## src/hw/flash_ctl_defs.svh

```systemverilog
`ifndef FLASH_CTL_DEFS_SVH
`define FLASH_CTL_DEFS_SVH

// Clock rate of mclk in MHz
`define MCLK_MHZ 32'h14

// Bus timing in ns: write pulse, read access, busy settle after confirm
`define T_WP_NS 32'h46
`define T_ACC_NS 32'h78
`define T_SETTLE_NS 32'hC8
// Wake-up delays after reset_powerdown_n rises, in ns
`define T_WAKE_RD_NS 32'h3E8
`define T_WAKE_WR_NS 32'h3E8

// Least times round up to whole cycles
`define NS_TO_CYC(ns) (((ns) * `MCLK_MHZ + 32'h3E7) / 32'h3E8)
`define T_WP_CYC `NS_TO_CYC(`T_WP_NS)
`define T_ACC_CYC `NS_TO_CYC(`T_ACC_NS)
`define T_SETTLE_CYC `NS_TO_CYC(`T_SETTLE_NS)
`define T_WAKE_RD_CYC `NS_TO_CYC(`T_WAKE_RD_NS)
`define T_WAKE_WR_CYC `NS_TO_CYC(`T_WAKE_WR_NS)

// Command codes written to the flash command latch
`define FC_READ_ARRAY 8'hFF
`define FC_READ_STATUS 8'h70
`define FC_CLEAR_STATUS 8'h50
`define FC_BYTE_WRITE 8'h40
`define FC_ERASE_SETUP 8'h20
`define FC_ERASE_CONFIRM 8'hD0

// Status bit positions
`define SB_SUPPLY_LOW 3
`define SB_PROGRAM_ERR 4
`define SB_ERASE_ERR 5
`define SB_ENGINE_READY 7

`endif

```

## src/hw/flash_ctl_pkg.sv

```systemverilog
package flash_ctl_pkg;

   typedef enum logic [2:0] {
      ST_IDLE = 3'h0,
      ST_STEP = 3'h1,
      ST_WRITE = 3'h3,
      ST_WREC = 3'h2,
      ST_READ = 3'h6,
      ST_BUSY = 3'h7,
      ST_SLEEP = 3'h5,
      ST_WAKE = 3'h4
   } state_t;

   typedef enum logic [2:0] {
      OP_READ = 3'h0,
      OP_PROG = 3'h1,
      OP_ERASE = 3'h2,
      OP_STATUS = 3'h3,
      OP_SLEEP = 3'h4,
      OP_WAKE = 3'h5
   } op_t;

   typedef enum logic [1:0] {
      K_WR = 2'h0,
      K_RD = 2'h1,
      K_BUSY = 2'h2,
      K_END = 2'h3
   } kind_t;

endpackage

```

## src/hw/flash_ctl.sv

```systemverilog
// What this block does
// - Reissue full aborted program or erase sequence after wake-up.
// - Issue Read Array before array reads after operations.
// - Write only with write and select both low.
// - Honour wake-to-read and wake-to-write delays.
`include "flash_ctl_defs.svh"
`timescale 1ns/1ps
`default_nettype none

module flash_ctl
   import flash_ctl_pkg::*;
(
   input wire logic mclk,
   input wire logic resetn,
   input wire logic cmd_valid,
   input wire logic [2:0] cmd_op,
   input wire logic [20:0] cmd_addr,
   input wire logic [7:0] cmd_wdata,
   input wire logic pwr_fail,
   output logic cmd_ready,
   output logic rsp_valid,
   output logic [7:0] rsp_data,
   output logic [7:0] rsp_status,
   output logic rsp_err,
   output logic [20:0] flash_addr,
   output logic [7:0] flash_dq_out,
   output logic flash_dq_oe,
   input wire logic [7:0] flash_dq_in,
   output logic flash_ce_n,
   output logic flash_oe_n,
   output logic flash_we_n,
   output logic flash_rp_n,
   input wire logic flash_ready_busy_out
);

   localparam logic [7:0] WP_CYC = 8'(`T_WP_CYC);
   localparam logic [7:0] ACC_CYC = 8'(`T_ACC_CYC);
   localparam logic [7:0] SETTLE_CYC = 8'(`T_SETTLE_CYC);
   localparam logic [7:0] WAKE_RD_CYC = 8'(`T_WAKE_RD_CYC);
   localparam logic [7:0] WAKE_WR_CYC = 8'(`T_WAKE_WR_CYC);

   state_t state_r;
   op_t op_r;
   logic [2:0] step_r;
   logic [7:0] cnt_r;
   logic [7:0] wdata_r;
   logic [7:0] status_r;
   logic need_ra_r;
   logic replay_r;
   logic sleep_hold_r;
   logic [7:0] wake_cnt_r;
   logic ry_s1_r, ry_s2_r, ry_s3_r, ry_r;
   logic [7:0] dq_s1_r, dq_s2_r, dq_s3_r;
   kind_t mk;
   logic [7:0] md;
   logic alters;

   // Ready line is always driven, so it is sampled regardless of select
   always_ff @(posedge mclk or negedge resetn) begin
      if (!resetn) begin
         ry_s1_r <= 1'b1;
         ry_s2_r <= 1'b1;
         ry_s3_r <= 1'b1;
         ry_r <= 1'b1;
      end else begin
         ry_s1_r <= flash_ready_busy_out;
         ry_s2_r <= ry_s1_r;
         ry_s3_r <= ry_s2_r;
         if (ry_s2_r == ry_s3_r) begin
            ry_r <= ry_s3_r;
         end
      end
   end

   always_ff @(posedge mclk or negedge resetn) begin
      if (!resetn) begin
         dq_s1_r <= 8'h00;
         dq_s2_r <= 8'h00;
         dq_s3_r <= 8'h00;
      end else begin
         dq_s1_r <= flash_dq_in;
         dq_s2_r <= dq_s1_r;
         dq_s3_r <= dq_s2_r;
      end
   end

   // Counts time since the last rise of reset_powerdown_n
   always_ff @(posedge mclk or negedge resetn) begin
      if (!resetn) begin
         wake_cnt_r <= 8'h00;
      end else if (!flash_rp_n) begin
         wake_cnt_r <= 8'h00;
      end else if (wake_cnt_r != 8'hFF) begin
         wake_cnt_r <= wake_cnt_r + 8'h01;
      end
   end

   assign alters = (op_r == OP_PROG) || (op_r == OP_ERASE);

   // Micro-step table per operation
   always_comb begin
      mk = K_END;
      md = `FC_READ_ARRAY;
      case (op_r)
         OP_READ: begin
            case (step_r)
               3'h0: begin mk = K_WR; md = `FC_READ_ARRAY; end
               3'h1: mk = K_RD;
               default: mk = K_END;
            endcase
         end
         OP_PROG, OP_ERASE: begin
            case (step_r)
               3'h0: begin mk = K_WR; md = (op_r == OP_PROG) ? `FC_BYTE_WRITE : `FC_ERASE_SETUP; end
               3'h1: begin mk = K_WR; md = (op_r == OP_PROG) ? wdata_r : `FC_ERASE_CONFIRM; end
               3'h2: mk = K_BUSY;
               3'h3: begin mk = K_WR; md = `FC_READ_STATUS; end
               3'h4: mk = K_RD;
               3'h5: begin mk = K_WR; md = `FC_CLEAR_STATUS; end
               default: mk = K_END;
            endcase
         end
         OP_STATUS: begin
            case (step_r)
               3'h0: begin mk = K_WR; md = `FC_READ_STATUS; end
               3'h1: mk = K_RD;
               default: mk = K_END;
            endcase
         end
         default: mk = K_END;
      endcase
   end

   always_ff @(posedge mclk or negedge resetn) begin
      if (!resetn) begin
         state_r <= ST_SLEEP;
         op_r <= OP_READ;
         step_r <= 3'h0;
         cnt_r <= 8'h00;
         wdata_r <= 8'h00;
         status_r <= 8'h00;
         need_ra_r <= 1'b0;
         replay_r <= 1'b0;
         sleep_hold_r <= 1'b0;
         cmd_ready <= 1'b0;
         rsp_valid <= 1'b0;
         rsp_data <= 8'h00;
         rsp_status <= 8'h00;
         rsp_err <= 1'b0;
         flash_addr <= 21'h000000;
         flash_dq_out <= 8'h00;
         flash_dq_oe <= 1'b0;
         flash_ce_n <= 1'b1;
         flash_oe_n <= 1'b1;
         flash_we_n <= 1'b1;
         flash_rp_n <= 1'b0;
      end else begin
         rsp_valid <= 1'b0;
         if (pwr_fail && state_r != ST_SLEEP) begin
            // Power-down aborts any operation; device stays disabled meanwhile
            flash_rp_n <= 1'b0;
            flash_ce_n <= 1'b1;
            flash_oe_n <= 1'b1;
            flash_we_n <= 1'b1;
            flash_dq_oe <= 1'b0;
            cmd_ready <= 1'b0;
            if (state_r != ST_IDLE && state_r != ST_WAKE && alters) begin
               replay_r <= 1'b1;
            end
            state_r <= ST_SLEEP;
         end else begin
            case (state_r)
               ST_IDLE: begin
                  cmd_ready <= 1'b1;
                  if (cmd_valid && cmd_ready) begin
                     cmd_ready <= 1'b0;
                     op_r <= op_t'(cmd_op);
                     flash_addr <= cmd_addr;
                     wdata_r <= cmd_wdata;
                     if (op_t'(cmd_op) == OP_SLEEP) begin
                        sleep_hold_r <= 1'b1;
                        flash_rp_n <= 1'b0;
                        state_r <= ST_SLEEP;
                     end else if (op_t'(cmd_op) == OP_WAKE) begin
                        rsp_valid <= 1'b1;
                        rsp_err <= 1'b0;
                     end else begin
                        step_r <= (op_t'(cmd_op) == OP_READ && !need_ra_r) ? 3'h1 : 3'h0;
                        state_r <= ST_STEP;
                     end
                  end
               end
               ST_STEP: begin
                  case (mk)
                     K_WR: begin
                        // Writes wait out the wake-to-write delay
                        if (wake_cnt_r >= WAKE_WR_CYC) begin
                           flash_dq_out <= md;
                           flash_dq_oe <= 1'b1;
                           flash_ce_n <= 1'b0;
                           flash_we_n <= 1'b0;
                           cnt_r <= WP_CYC;
                           state_r <= ST_WRITE;
                        end
                     end
                     K_RD: begin
                        if (wake_cnt_r >= WAKE_RD_CYC) begin
                           flash_dq_oe <= 1'b0;
                           flash_ce_n <= 1'b0;
                           flash_oe_n <= 1'b0;
                           // Extra cycles cover the data synchroniser
                           cnt_r <= ACC_CYC + 8'h03;
                           state_r <= ST_READ;
                        end
                     end
                     K_BUSY: begin
                        cnt_r <= SETTLE_CYC;
                        state_r <= ST_BUSY;
                     end
                     default: begin
                        // Program, erase and status reads leave the latch out of read-array
                        need_ra_r <= (op_r != OP_READ);
                        replay_r <= 1'b0;
                        rsp_valid <= 1'b1;
                        rsp_status <= status_r;
                        rsp_err <= alters && (status_r[`SB_SUPPLY_LOW] || status_r[`SB_PROGRAM_ERR] ||
                                              status_r[`SB_ERASE_ERR]);
                        state_r <= ST_IDLE;
                     end
                  endcase
               end
               ST_WRITE: begin
                  if (cnt_r <= 8'h01) begin
                     // Strobe rises first so data and select hold past it
                     flash_we_n <= 1'b1;
                     state_r <= ST_WREC;
                  end else begin
                     cnt_r <= cnt_r - 8'h01;
                  end
               end
               ST_WREC: begin
                  flash_ce_n <= 1'b1;
                  flash_dq_oe <= 1'b0;
                  if (op_r == OP_READ) begin
                     need_ra_r <= 1'b0;
                  end
                  step_r <= step_r + 3'h1;
                  state_r <= ST_STEP;
               end
               ST_READ: begin
                  if (cnt_r > 8'h01) begin
                     cnt_r <= cnt_r - 8'h01;
                  end else if (dq_s2_r == dq_s3_r) begin
                     if (op_r == OP_READ) begin
                        rsp_data <= dq_s3_r;
                     end else begin
                        status_r <= dq_s3_r;
                        rsp_data <= dq_s3_r;
                     end
                     flash_ce_n <= 1'b1;
                     flash_oe_n <= 1'b1;
                     step_r <= step_r + 3'h1;
                     state_r <= ST_STEP;
                  end
               end
               ST_BUSY: begin
                  // Settle first so a late fall of the ready line is not missed
                  if (cnt_r != 8'h00) begin
                     cnt_r <= cnt_r - 8'h01;
                  end else if (ry_r) begin
                     step_r <= step_r + 3'h1;
                     state_r <= ST_STEP;
                  end
               end
               ST_SLEEP: begin
                  flash_rp_n <= 1'b0;
                  cmd_ready <= sleep_hold_r && !pwr_fail;
                  if (cmd_valid && cmd_ready && op_t'(cmd_op) == OP_WAKE) begin
                     sleep_hold_r <= 1'b0;
                     cmd_ready <= 1'b0;
                  end
                  if (!pwr_fail && !(sleep_hold_r && !(cmd_valid && cmd_ready && op_t'(cmd_op) == OP_WAKE))) begin
                     flash_rp_n <= 1'b1;
                     cmd_ready <= 1'b0;
                     state_r <= ST_WAKE;
                  end
               end
               ST_WAKE: begin
                  // Device returns in read-array with its flags cleared
                  need_ra_r <= 1'b0;
                  status_r <= 8'h00;
                  if (replay_r) begin
                     step_r <= 3'h0;
                     state_r <= ST_STEP;
                  end else begin
                     if (sleep_hold_r == 1'b0 && op_r == OP_SLEEP) begin
                        rsp_valid <= 1'b1;
                        rsp_err <= 1'b0;
                     end
                     state_r <= ST_IDLE;
                  end
               end
               default: state_r <= ST_IDLE;
            endcase
         end
      end
   end

endmodule // flash_ctl

`default_nettype wire

```

## config.mk

```make
export PLATFORM = sky130hd
export DESIGN_NAME = flash_ctl
export DESIGN_NICKNAME = d
export VERILOG_FILES = /design/src/hw/flash_ctl_pkg.sv /design/src/hw/flash_ctl.sv
export VERILOG_INCLUDE_DIRS = /design/src /design/src/hw
export SDC_FILE = /design/constraint.sdc
export NUM_CORES = 1
export LEC_CHECK = 0
export BUFFER_PORTS_ARGS = -buffer_cell sky130_fd_sc_hd__buf_2
export CELL_PAD_IN_SITES_DETAIL_PLACEMENT = 0
export CELL_PAD_IN_SITES_GLOBAL_PLACEMENT = 2
export CORE_UTILIZATION = 34
export DETAILED_ROUTE_END_ITERATION = 10
export PLACE_DENSITY_LB_ADDON = 0.1
export SLEW_MARGIN = 20
export SYNTH_ARGS = -nofsm -noshare
export SYNTH_HDL_FRONTEND = slang
export SYNTH_SLANG_ARGS = --single-unit
```

## constraint.sdc

```tcl
create_clock -name mclk -period 3.4 [get_ports mclk]
set_clock_uncertainty 0.2 [all_clocks]
set_input_delay 0.34 -clock mclk [delete_from_list [all_inputs] [get_ports mclk]]
set_output_delay 0.34 -clock mclk [all_outputs]
set_load 0.005 [all_outputs]
```

* Yosys cells after proc, flatten, opt, wreduce, memory -nomap -nowiden
Index checks and enable logic that the tools add are counted.
** Word-level totals
- Register bits after elaboration :: 125
- Input bits :: 45
- Output and inout bits :: 53
- Word-level logic and storage cells :: 264
** Cells by class
- $add $sub $neg :: 3
- Magnitude comparators :: 3
- Equal/unequal tests :: 66
- Muxes and demuxes :: 99
- Bitwise operators :: 4
- Reductions and logical operators :: 60
** Operators by type and width (number)
- two-way mux 8 bit :: 12
- case mux 8 bit (4 select lines) :: 2
- two-way mux 3 bit :: 20
- != test 3 bit, second input constant :: 15
- two-way mux 1 bit :: 44
- != test 2 bit, second input constant :: 19
- case mux 8 bit (2 select lines) :: 2
- == test 3 bit, second input constant :: 9
- case mux 3 bit (8 select lines) :: 1
- case mux 8 bit (3 select lines) :: 1
- nonzero test 3 bit :: 8
- AND reduction 10 bit :: 2
- AND reduction 4 bit :: 5
- AND reduction 5 bit :: 4
- == test 3 x 2 -> 1 bit, second input constant :: 6
- AND reduction 8 bit :: 2
- case mux 3 bit (5 select lines) :: 1
- case mux 1 bit (2 select lines) :: 7
- zero test 3 bit :: 4
- != test 4 bit, second input constant :: 3
- case mux 1 bit (3 select lines) :: 4
- AND reduction 3 bit :: 4
- logical AND 1 bit :: 11
- == test 3 x 1 -> 1 bit, second input constant :: 3
- other kinds (30) :: 46

* Depth between registers and ports, before layout
Gate-level depths: netlist of run 1.
- Depth after elaboration :: 9
- Depth in mapped cells :: 13
- Mapped depth without buffers :: 13

* Least setup slack after synthesis of run 1
Ideal clock, no wire load.
- Kind :: register to register
- From :: reg step_r[0]
- To :: reg cnt_r[0]
- Library setup time :: 125 ps
- Arrival :: 3075 ps
- Required time :: 3075 ps
- Path slack :: 0 ps
- Stages on the path, launching flop included :: 13
- Clock period less this slack :: 3400 ps
- Cells stage by stage :: dfrtp_1 > inv_1 > ha_1 > nor4_1 > a211oi_1 > o21bai_1 > inv_1 > ha_1 > or2_2 > a31oi_1 > o211ai_1 > nor2_1 > mux2_2
** On the way
- Cells in the longest elaborated chain, start to end :: 7
** RTL lines
- start, declared :: RTL line flash_ctl.sv:44 : logic [2:0] step_r;
- start signal, assigned :: RTL line flash_ctl.sv:188 : step_r <= (op_t'(cmd_op) == OP_READ && !need_ra_r) ? 3'h1 : 3'h0;
- start signal, assigned :: RTL line flash_ctl.sv:247 : step_r <= step_r + 3'h1;
- start signal, assigned :: RTL line flash_ctl.sv:262 : step_r <= step_r + 3'h1;
- == test 3 x 1 -> 1 bit, or another cell as far along :: RTL line flash_ctl.sv:106, flash_ctl.sv:113, flash_ctl.sv:124
- OR reduction 4 bit (no source line)
- case mux 2 bit (3 select lines) :: RTL line flash_ctl.sv:113 : case (step_r)
- case mux 2 bit (2 select lines) (*) :: RTL line flash_ctl.sv:104 : case (op_r)
- == test 2 bit, or another cell as far along :: RTL line flash_ctl.sv:194 : case (mk)
- case mux 8 bit (3 select lines), or another cell as far along :: RTL line flash_ctl.sv:194
- case mux 8 bit (4 select lines) / AND reduction 8 bit (equally long branches)
- end signal, assigned :: RTL line flash_ctl.sv:212 : cnt_r <= ACC_CYC + 8'h03;
- end signal, assigned :: RTL line flash_ctl.sv:238 : cnt_r <= cnt_r - 8'h01;
- end signal, assigned :: RTL line flash_ctl.sv:252 : cnt_r <= cnt_r - 8'h01;
- end, declared :: RTL line flash_ctl.sv:45 : logic [7:0] cnt_r;
Mark *: on every way between the ends. The rest lies on a longest branch, timed or not.
A chain may end at the register's enable or synchronous reset.

* Worst setup path after layout of run 1
- From :: reg step_r[1]
- To :: reg cnt_r[5]
Same word-level chain as after synthesis.

==> results of run 1 <==
==> path summary, 6_finish.rpt <==
| check | from | endpoint | slack [ns] | cells after the start |
|---|---|---|---|---|
| setup reg to reg | step_r[1] | cnt_r[5] | 0.17 | 13 |
| max in group asynchronous | resetn | flash_we_n | 1.85 | 3 |
| hold / removal | cmd_op[1] | op_r[1] | 0.02 | 2 |
| hold reg to reg | dq_s1_r[2] | dq_s2_r[2] | 0.15 | 0 |
| setup / recovery | step_r[1] | cnt_r[5] | 0.17 | 13 |
| min in group asynchronous | resetn | wake_cnt_r[2] | 0.30 | 2 |
==> final cells by class <==
class	instances	area, sq um	area share
well taps	220	275	0.0346
clock buffers	18	429	0.0540
inverters	18	67.6	0.00850
repair buffers	167	1120	0.141
flip-flops and latches	125	3140	0.395
multi-input cells	347	2710	0.341
clock inverters	14	205	0.0258
==> power by group through the flow <==
| stage | Sequential (uW) | Clock, uW | Combinational (uW) |
|---|---|---|---|
| finish | 2240 | 1950 | 2540 |
| global route | 2310 | 2070 | 2820 |
| CTS | 2230 | 2000 | 2410 |
| detailed placement | 2240 | 0 | 2360 |
| global placement | 2240 | 0 | 2350 |
| floorplan | 2120 | 0 | 1600 |
==> kinds of logic after synthesis <==
group / Yosys count
AOI/OAI and AO/OA: 99
xor gates and xnor gates: 12
adders and majority gates: 15
buffers and inverters: 40
DFF: 125
muxes: 67
and+or+nand+nor: 154
==> registers in the layout, indices dropped and copies added, names as in the netlist, 3 cells and up <==
register	count
dq_s3_r	8
wake_cnt_r	8
wdata_r	8
flash_addr	21
dq_s1_r	8
cnt_r	8
rsp_status	8
status_r	8
op_r	3
step_r	3
dq_s2_r	8
rsp_data	8
flash_dq_out	8
state_r	3
==> critical path, stage by stage (launching register included) <==
cell	delay (ns)
dfrtp_1	0.41
inv_2	0.14
ha_2	0.24
nand2b_4	0.06
a211oi_2	0.20
o21bai_1	0.10
buf_4	0.15
ha_1	0.19
or2_2	0.28
a31oi_1	0.16
o211ai_1	0.22
buf_4	0.21
or3_4	0.35
o31ai_4	0.21
==> Yosys cell counts (all sizes together) (4+ instances only) <==
cell type / instances / area (sq um)
buf: 12 / 77.6
nand3: 13 / 82.6
o22a: 8 / 70.1
and3: 5 / 31.3
o31ai: 5 / 37.5
nand4: 7 / 43.8
o21a: 5 / 37.5
a31oi: 6 / 37.5
nand3b: 4 / 33.8
nor2b: 12 / 75.1
o21ai: 19 / 95.1
inv: 18 / 67.6
ha: 14 / 175
mux2i: 5 / 50.1
a21oi: 22 / 114
nand2: 26 / 97.6
dfstp: 9 / 236
nand2b: 6 / 37.5
nor2: 48 / 183
nor3: 9 / 50.1
xnor2: 9 / 78.8
dfrtp: 116 / 2900
clkbuf: 10 / 37.5
mux2: 62 / 698
==> timing repair <==
action                                  4_1_cts  5_1_grt
pin swaps                                     0        8
endpoints found under the setup margin        2       18
buffers inserted                              0        8
hold buffers                                 39        0
endpoints found under the hold margin        81        0
gates resized for setup                       1       22
==> metal layers <==
| metal | vias up | track usage | part of all wire |
|---|---|---|---|
| met5 | - | 0 | 0 |
| met4 | 0 | 0.0655 | 0.013 |
| met3 | 14 | 0.0529 | 0.046 |
| met2 | 101 | 0.278 | 0.46 |
| met1 | 2242 | 0.242 | 0.48 |
| li1 | 2182 | - | - |
==> layout by cell type, fill, tap and decap left out, drive strengths merged, types with 12 or more instances in the layout <==
| cell | count |
|---|---|
| buf | 128 |
| dfrtp | 116 |
| mux2 | 62 |
| nor2 | 48 |
| dlygate4sd3 | 39 |
| nand2 | 26 |
| inv | 23 |
| a21oi | 22 |
| o21ai | 19 |
| clkbuf | 18 |
| ha | 14 |
| nand3 | 13 |
| nor2b | 12 |
==> through the flow <==
step | cell area, sq um | hold WS, ns
4_1_cts | 7800 | 0.00663
3_3_place_gp | 6770 | 0.132
5_1_grt | 7950 | 0.0250
2_1_floorplan | 5930 | -0.156
6_report | 7950 | 0.0245
3_5_place_dp | 6770 | 0.136
==> impl_metrics.ini, run 1 <==
[drt]
wirelength_um = 15000
wl_per_cell_um = 16.5
drc = 0
first_pass_iters = 4
via_count = 4539
via_per_inst = 4.99
antenna_left = 0
drt_first_iter_violations = 211

[final_layout]
final_net_count = 735
fillers = 1602
syn_to_final_growth_pct = 34.0
utilization = 0.473
n_antenna_cell = 0
drive_gt1_frac = 0.382
final_cells = 909

[global_route]
grt_usage = 0.181
grt_overflow = 0
grt_antenna_before_repair = 0
grt_pass1_wl_um = 24900
grt_pass1_vias = 4683
grt_max_degree = 56

[floorplan]
die_y_um = 134
fp-row-count = 47
die-area_sq_um = 18000
io_pins = 98
die_width_um = 134
core_area_sq_um = 16800
initial_core_util = 0.353

[power]
power.share.clock = 0.290
total_power_uw = 6740
internal-power_uw = 4380
pwr-share-comb = 0.377
power.share.sequential = 0.333
power_switching_uw = 2360
powerDensity_nw_per_um2 = 848
power_switching_share = 0.350
irDropWorstVdd_uv = 406
power.leakage_uw = 0.00375

[clocking]
htreeDepth = 4
cts-root-buf = clkbuf_16
clock_path_buffers = 2
numCtsBuffers = 17
clk_latency_ns = 0.42
cts_tree = built
numClockSinks = 125
clk_pin_slew_worst_paths_ns = 0.06

[sta]
fin_crit_sh = 0.951
fmaxAchievable_mhz = 309
setup_ws_ns = 0.166
setup_tns_ns = 0
relSlewSlack = 0.530
period_minus_slack_ns = 3.23
hold_viol = 0
slew_violations = 0
tightest_slew_ns = 0.705
setup_viol = 0

[logic_synthesis]
synth.distinct_cells = 76
syn_avg_cell_area_sq_um = 11.6
synth_flop_cell = dfrtp_1
syn_area_sq_um = 5930
synthSimpleGateAreaFrac = 0.142
synthMuxAreaShare = 0.126
async_flop_share = 1.00
ys_seq_area_frac = 0.529
ys_warn_count = 0
ys_ff_latch = 125
syn_inst = 512
synth-compound-area-share = 0.123
synth_top_family_by_area = simple AND/OR/NAND/NOR gates
synthAdderAreaFrac = 0.0312
syn-num-nets = 571
synth-edff-count = 0
synth_xor_area_frac = 0.0177

[placement]
dpl.cell_count = 830
portBuffers = 97
place_ws_ns = 0.00511
hpwl_um = 10400
gp_congestion = 0.767

[run]
max-cap-violations = 0

[setup_path]
worst_ep_required_time_ns = 3.52
cp-start-kind = register
path_class = register to register
cp_max_fo = 5
arrival_ns = 3.35
cp-end-kind = register

[hold_path]
hp-class = input port to register

[run_status]
status = finished clean
(Power assumes the default switching activity.)
==> run 2: changes to the inputs <==
- ABC_AREA: not set -> 1
- CORE_UTILIZATION: 34 -> 32
- REMOVE_ABC_BUFFERS: not set -> 1
==> impl_metrics.ini, run 2 <==
[run_status]
status = finished clean

[placement]
place_ws_ns = 0.385
gp_congestion = 0.785
dpl_cell_area_sq_um = 6740
hpwl_um = 10500
portBuffers = 97

[clocking]
cts-root-buf = clkbuf_16
clk_latency_ns = 0.42
clock_path_buffers = 2
numClockSinks = 125
cts_tree = built
clk_pin_slew_worst_paths_ns = 0.06
numCtsBuffers = 17
htreeDepth = 4
cts_setup_buffers = 0

[logic_synthesis]
ys_seq_area_frac = 0.520
syn_avg_cell_area_sq_um = 9.43
syn_area_sq_um = 6040
synth.distinct_cells = 49
netlist_top_cells_count = nand2_1, dfrtp_1, inv_1
synth-edff-count = 0
synthTopCellsByArea = dfrtp_1, nand2_1, mux2_4
synth_top_area_frac = 0.480
syn_inst = 641
ys_ff_latch = 125
synth_flop_cell = dfrtp_1
yosysMostFrequentCell = nand2_1
synth.largest_area_cell = dfrtp_1
ys_warn_count = 0
async_flop_share = 1.00

[setup_path]
cp-start-kind = register
path_buf_inv = 3
arrival_ns = 3.11
critPathMostFrequentCell = nand2_1
cp-end-kind = register
max_stage_delay_ns = 0.43
path_class = register to register
cp_top_family = simple AND/OR/NAND/NOR gates
cp_max_fo = 9
crit_slowest_cell = dfrtp_1
worst_ep_required_time_ns = 3.50
crit_chain = inv_1 > ha_1 > nand2_1 > o21ai_0 > nor2_2 > nand2_1 > nand2_1 > a21oi_1 > nand2_1 > inv_1 > ha_1 > inv_1 > nand2_1 > nand3_1 > nand4_1 > nor2_4 > nand2_4 > nand2_1 > nand2_1

[sta]
tightest_slew_ns = 0.720
slew_violations = 0
hold_viol = 0
fin_crit_sh = 0.886
setup_viol = 0
fmaxAchievable_mhz = 332
relSlewSlack = 0.520
period_minus_slack_ns = 3.01
rsz0062_at_grt = false
setup_tns_ns = 0
setup_ws_ns = 0.388

[global_route]
grt_antenna_before_repair = 0
grt_usage = 0.159
grt_max_degree = 54
grt_pass1_wl_um = 24200
grt_pass1_vias = 4762
grt_overflow = 0

[floorplan]
fp-row-count = 49
initial_core_util = 0.332
io_pins = 98
die-area_sq_um = 19400
die_y_um = 139
core_area_sq_um = 18200
die_width_um = 139

[drt]
dr_wl_met3_um = 725
wl_per_cell_um = 14.1
dr_wl_met2_um = 6740
via_count = 4733
first_pass_iters = 5
wl_met1_um = 6920
top_layer = met4
antenna_left = 0
wirelength_um = 14500
via_per_inst = 4.60
drt_first_iter_violations = 253
drc = 0

[power]
power.leakage_uw = 0.00404
powerDensity_nw_per_um2 = 818
total_power_uw = 6340
irDropWorstVdd_uv = 403

[final_layout]
layout.cells.most_common = nand2_1
syn_to_final_growth_pct = 28.2
final_net_count = 846
final_cell_mix = nand2_1, dfrtp_1, buf_2
utilization = 0.425
n_antenna_cell = 0
largest_reg_flops = 21
post-route-cell-area_sq_um = 7750
top_register = flash_addr
drive_gt1_frac = 0.258

[run]
max-cap-violations = 0

[hold_path]
hp-class = input port to register
## run 2: what timing repair did
item / CTS / global route
gates resized for setup: 0 / 0
hold buffers: 39 / 0
hold endpoints to repair: 86 / 0
## run 2: per-layer routing
layer / vias up / global-route usage
li1: 2397 / -
met1: 2213 / 0.208
met2: 113 / 0.255
met3: 10 / 0.0437
met4: 0 / 0.0468
met5: - / 0
## run 2: logic make-up after synthesis
logic type                 share of synthesized area
AOI/OAI and AO/OA                             0.0841
xor gates and xnor gates                     0.00435
adders and majority gates                     0.0306
buffers and inverters                         0.0632
DFF                                            0.520
muxes                                         0.0706
and+or+nand+nor                                0.228
## run 2: worst paths after layout
path                            startpoint            end  slack (ns)  depth (start not counted)
worst min-delay path              pwr_fail      cmd_ready        0.03                          2
max in group asynchronous           resetn        ry_s1_r        1.78                          3
worst max-delay path             step_r[0]       cnt_r[2]        0.39                         19
worst max register to register   step_r[0]       cnt_r[2]        0.39                         19
worst min register to register  dq_s1_r[7]     dq_s2_r[7]        0.15                          0
min in group asynchronous           resetn  wake_cnt_r[3]        0.32                          2
## run 2: worst reg2reg max path, stage by stage (launching register included)
cell	delay (ns)
dfrtp_1	0.43
inv_1	0.09
ha_1	0.21
nand2_1	0.08
o21ai_0	0.13
nor2_2	0.18
nand2_1	0.08
nand2_1	0.06
a21oi_1	0.06
nand2_1	0.13
inv_1	0.08
ha_1	0.19
inv_1	0.14
nand2_1	0.10
nand3_1	0.09
nand4_1	0.13
nor2_4	0.27
nand2_4	0.13
nand2_1	0.07
nand2_1	0.06
## run 2: area by class of cell
class,count,area [sq um]
Fill cell,1805,10500
Sequential cell,125,3140
Multi-Input combinational cell,430,2520
Timing Repair Buffer,139,901
Clock buffer,17,425
Tap cell,229,287
Inverter,74,280
Clock inverter,15,193
## run 2: per-stage QoR
| step | hold WS, ns | cells |
|---|---|---|
| after global routing | 0.0325 | 1029 |
| after CTS | 0.0114 | 1029 |
| final | 0.0301 | 1029 |
| after global placement | 0.132 | 958 |
| after detailed placement | 0.135 | 958 |
| after floorplan | -0.156 | 629 |
## run 2: where the power goes
| part | internal [uW] | switching, uW |
|---|---|---|
| Sequential | 1910 | 323 |
| Clock | 1120 | 774 |
| Combinational | 883 | 1330 |
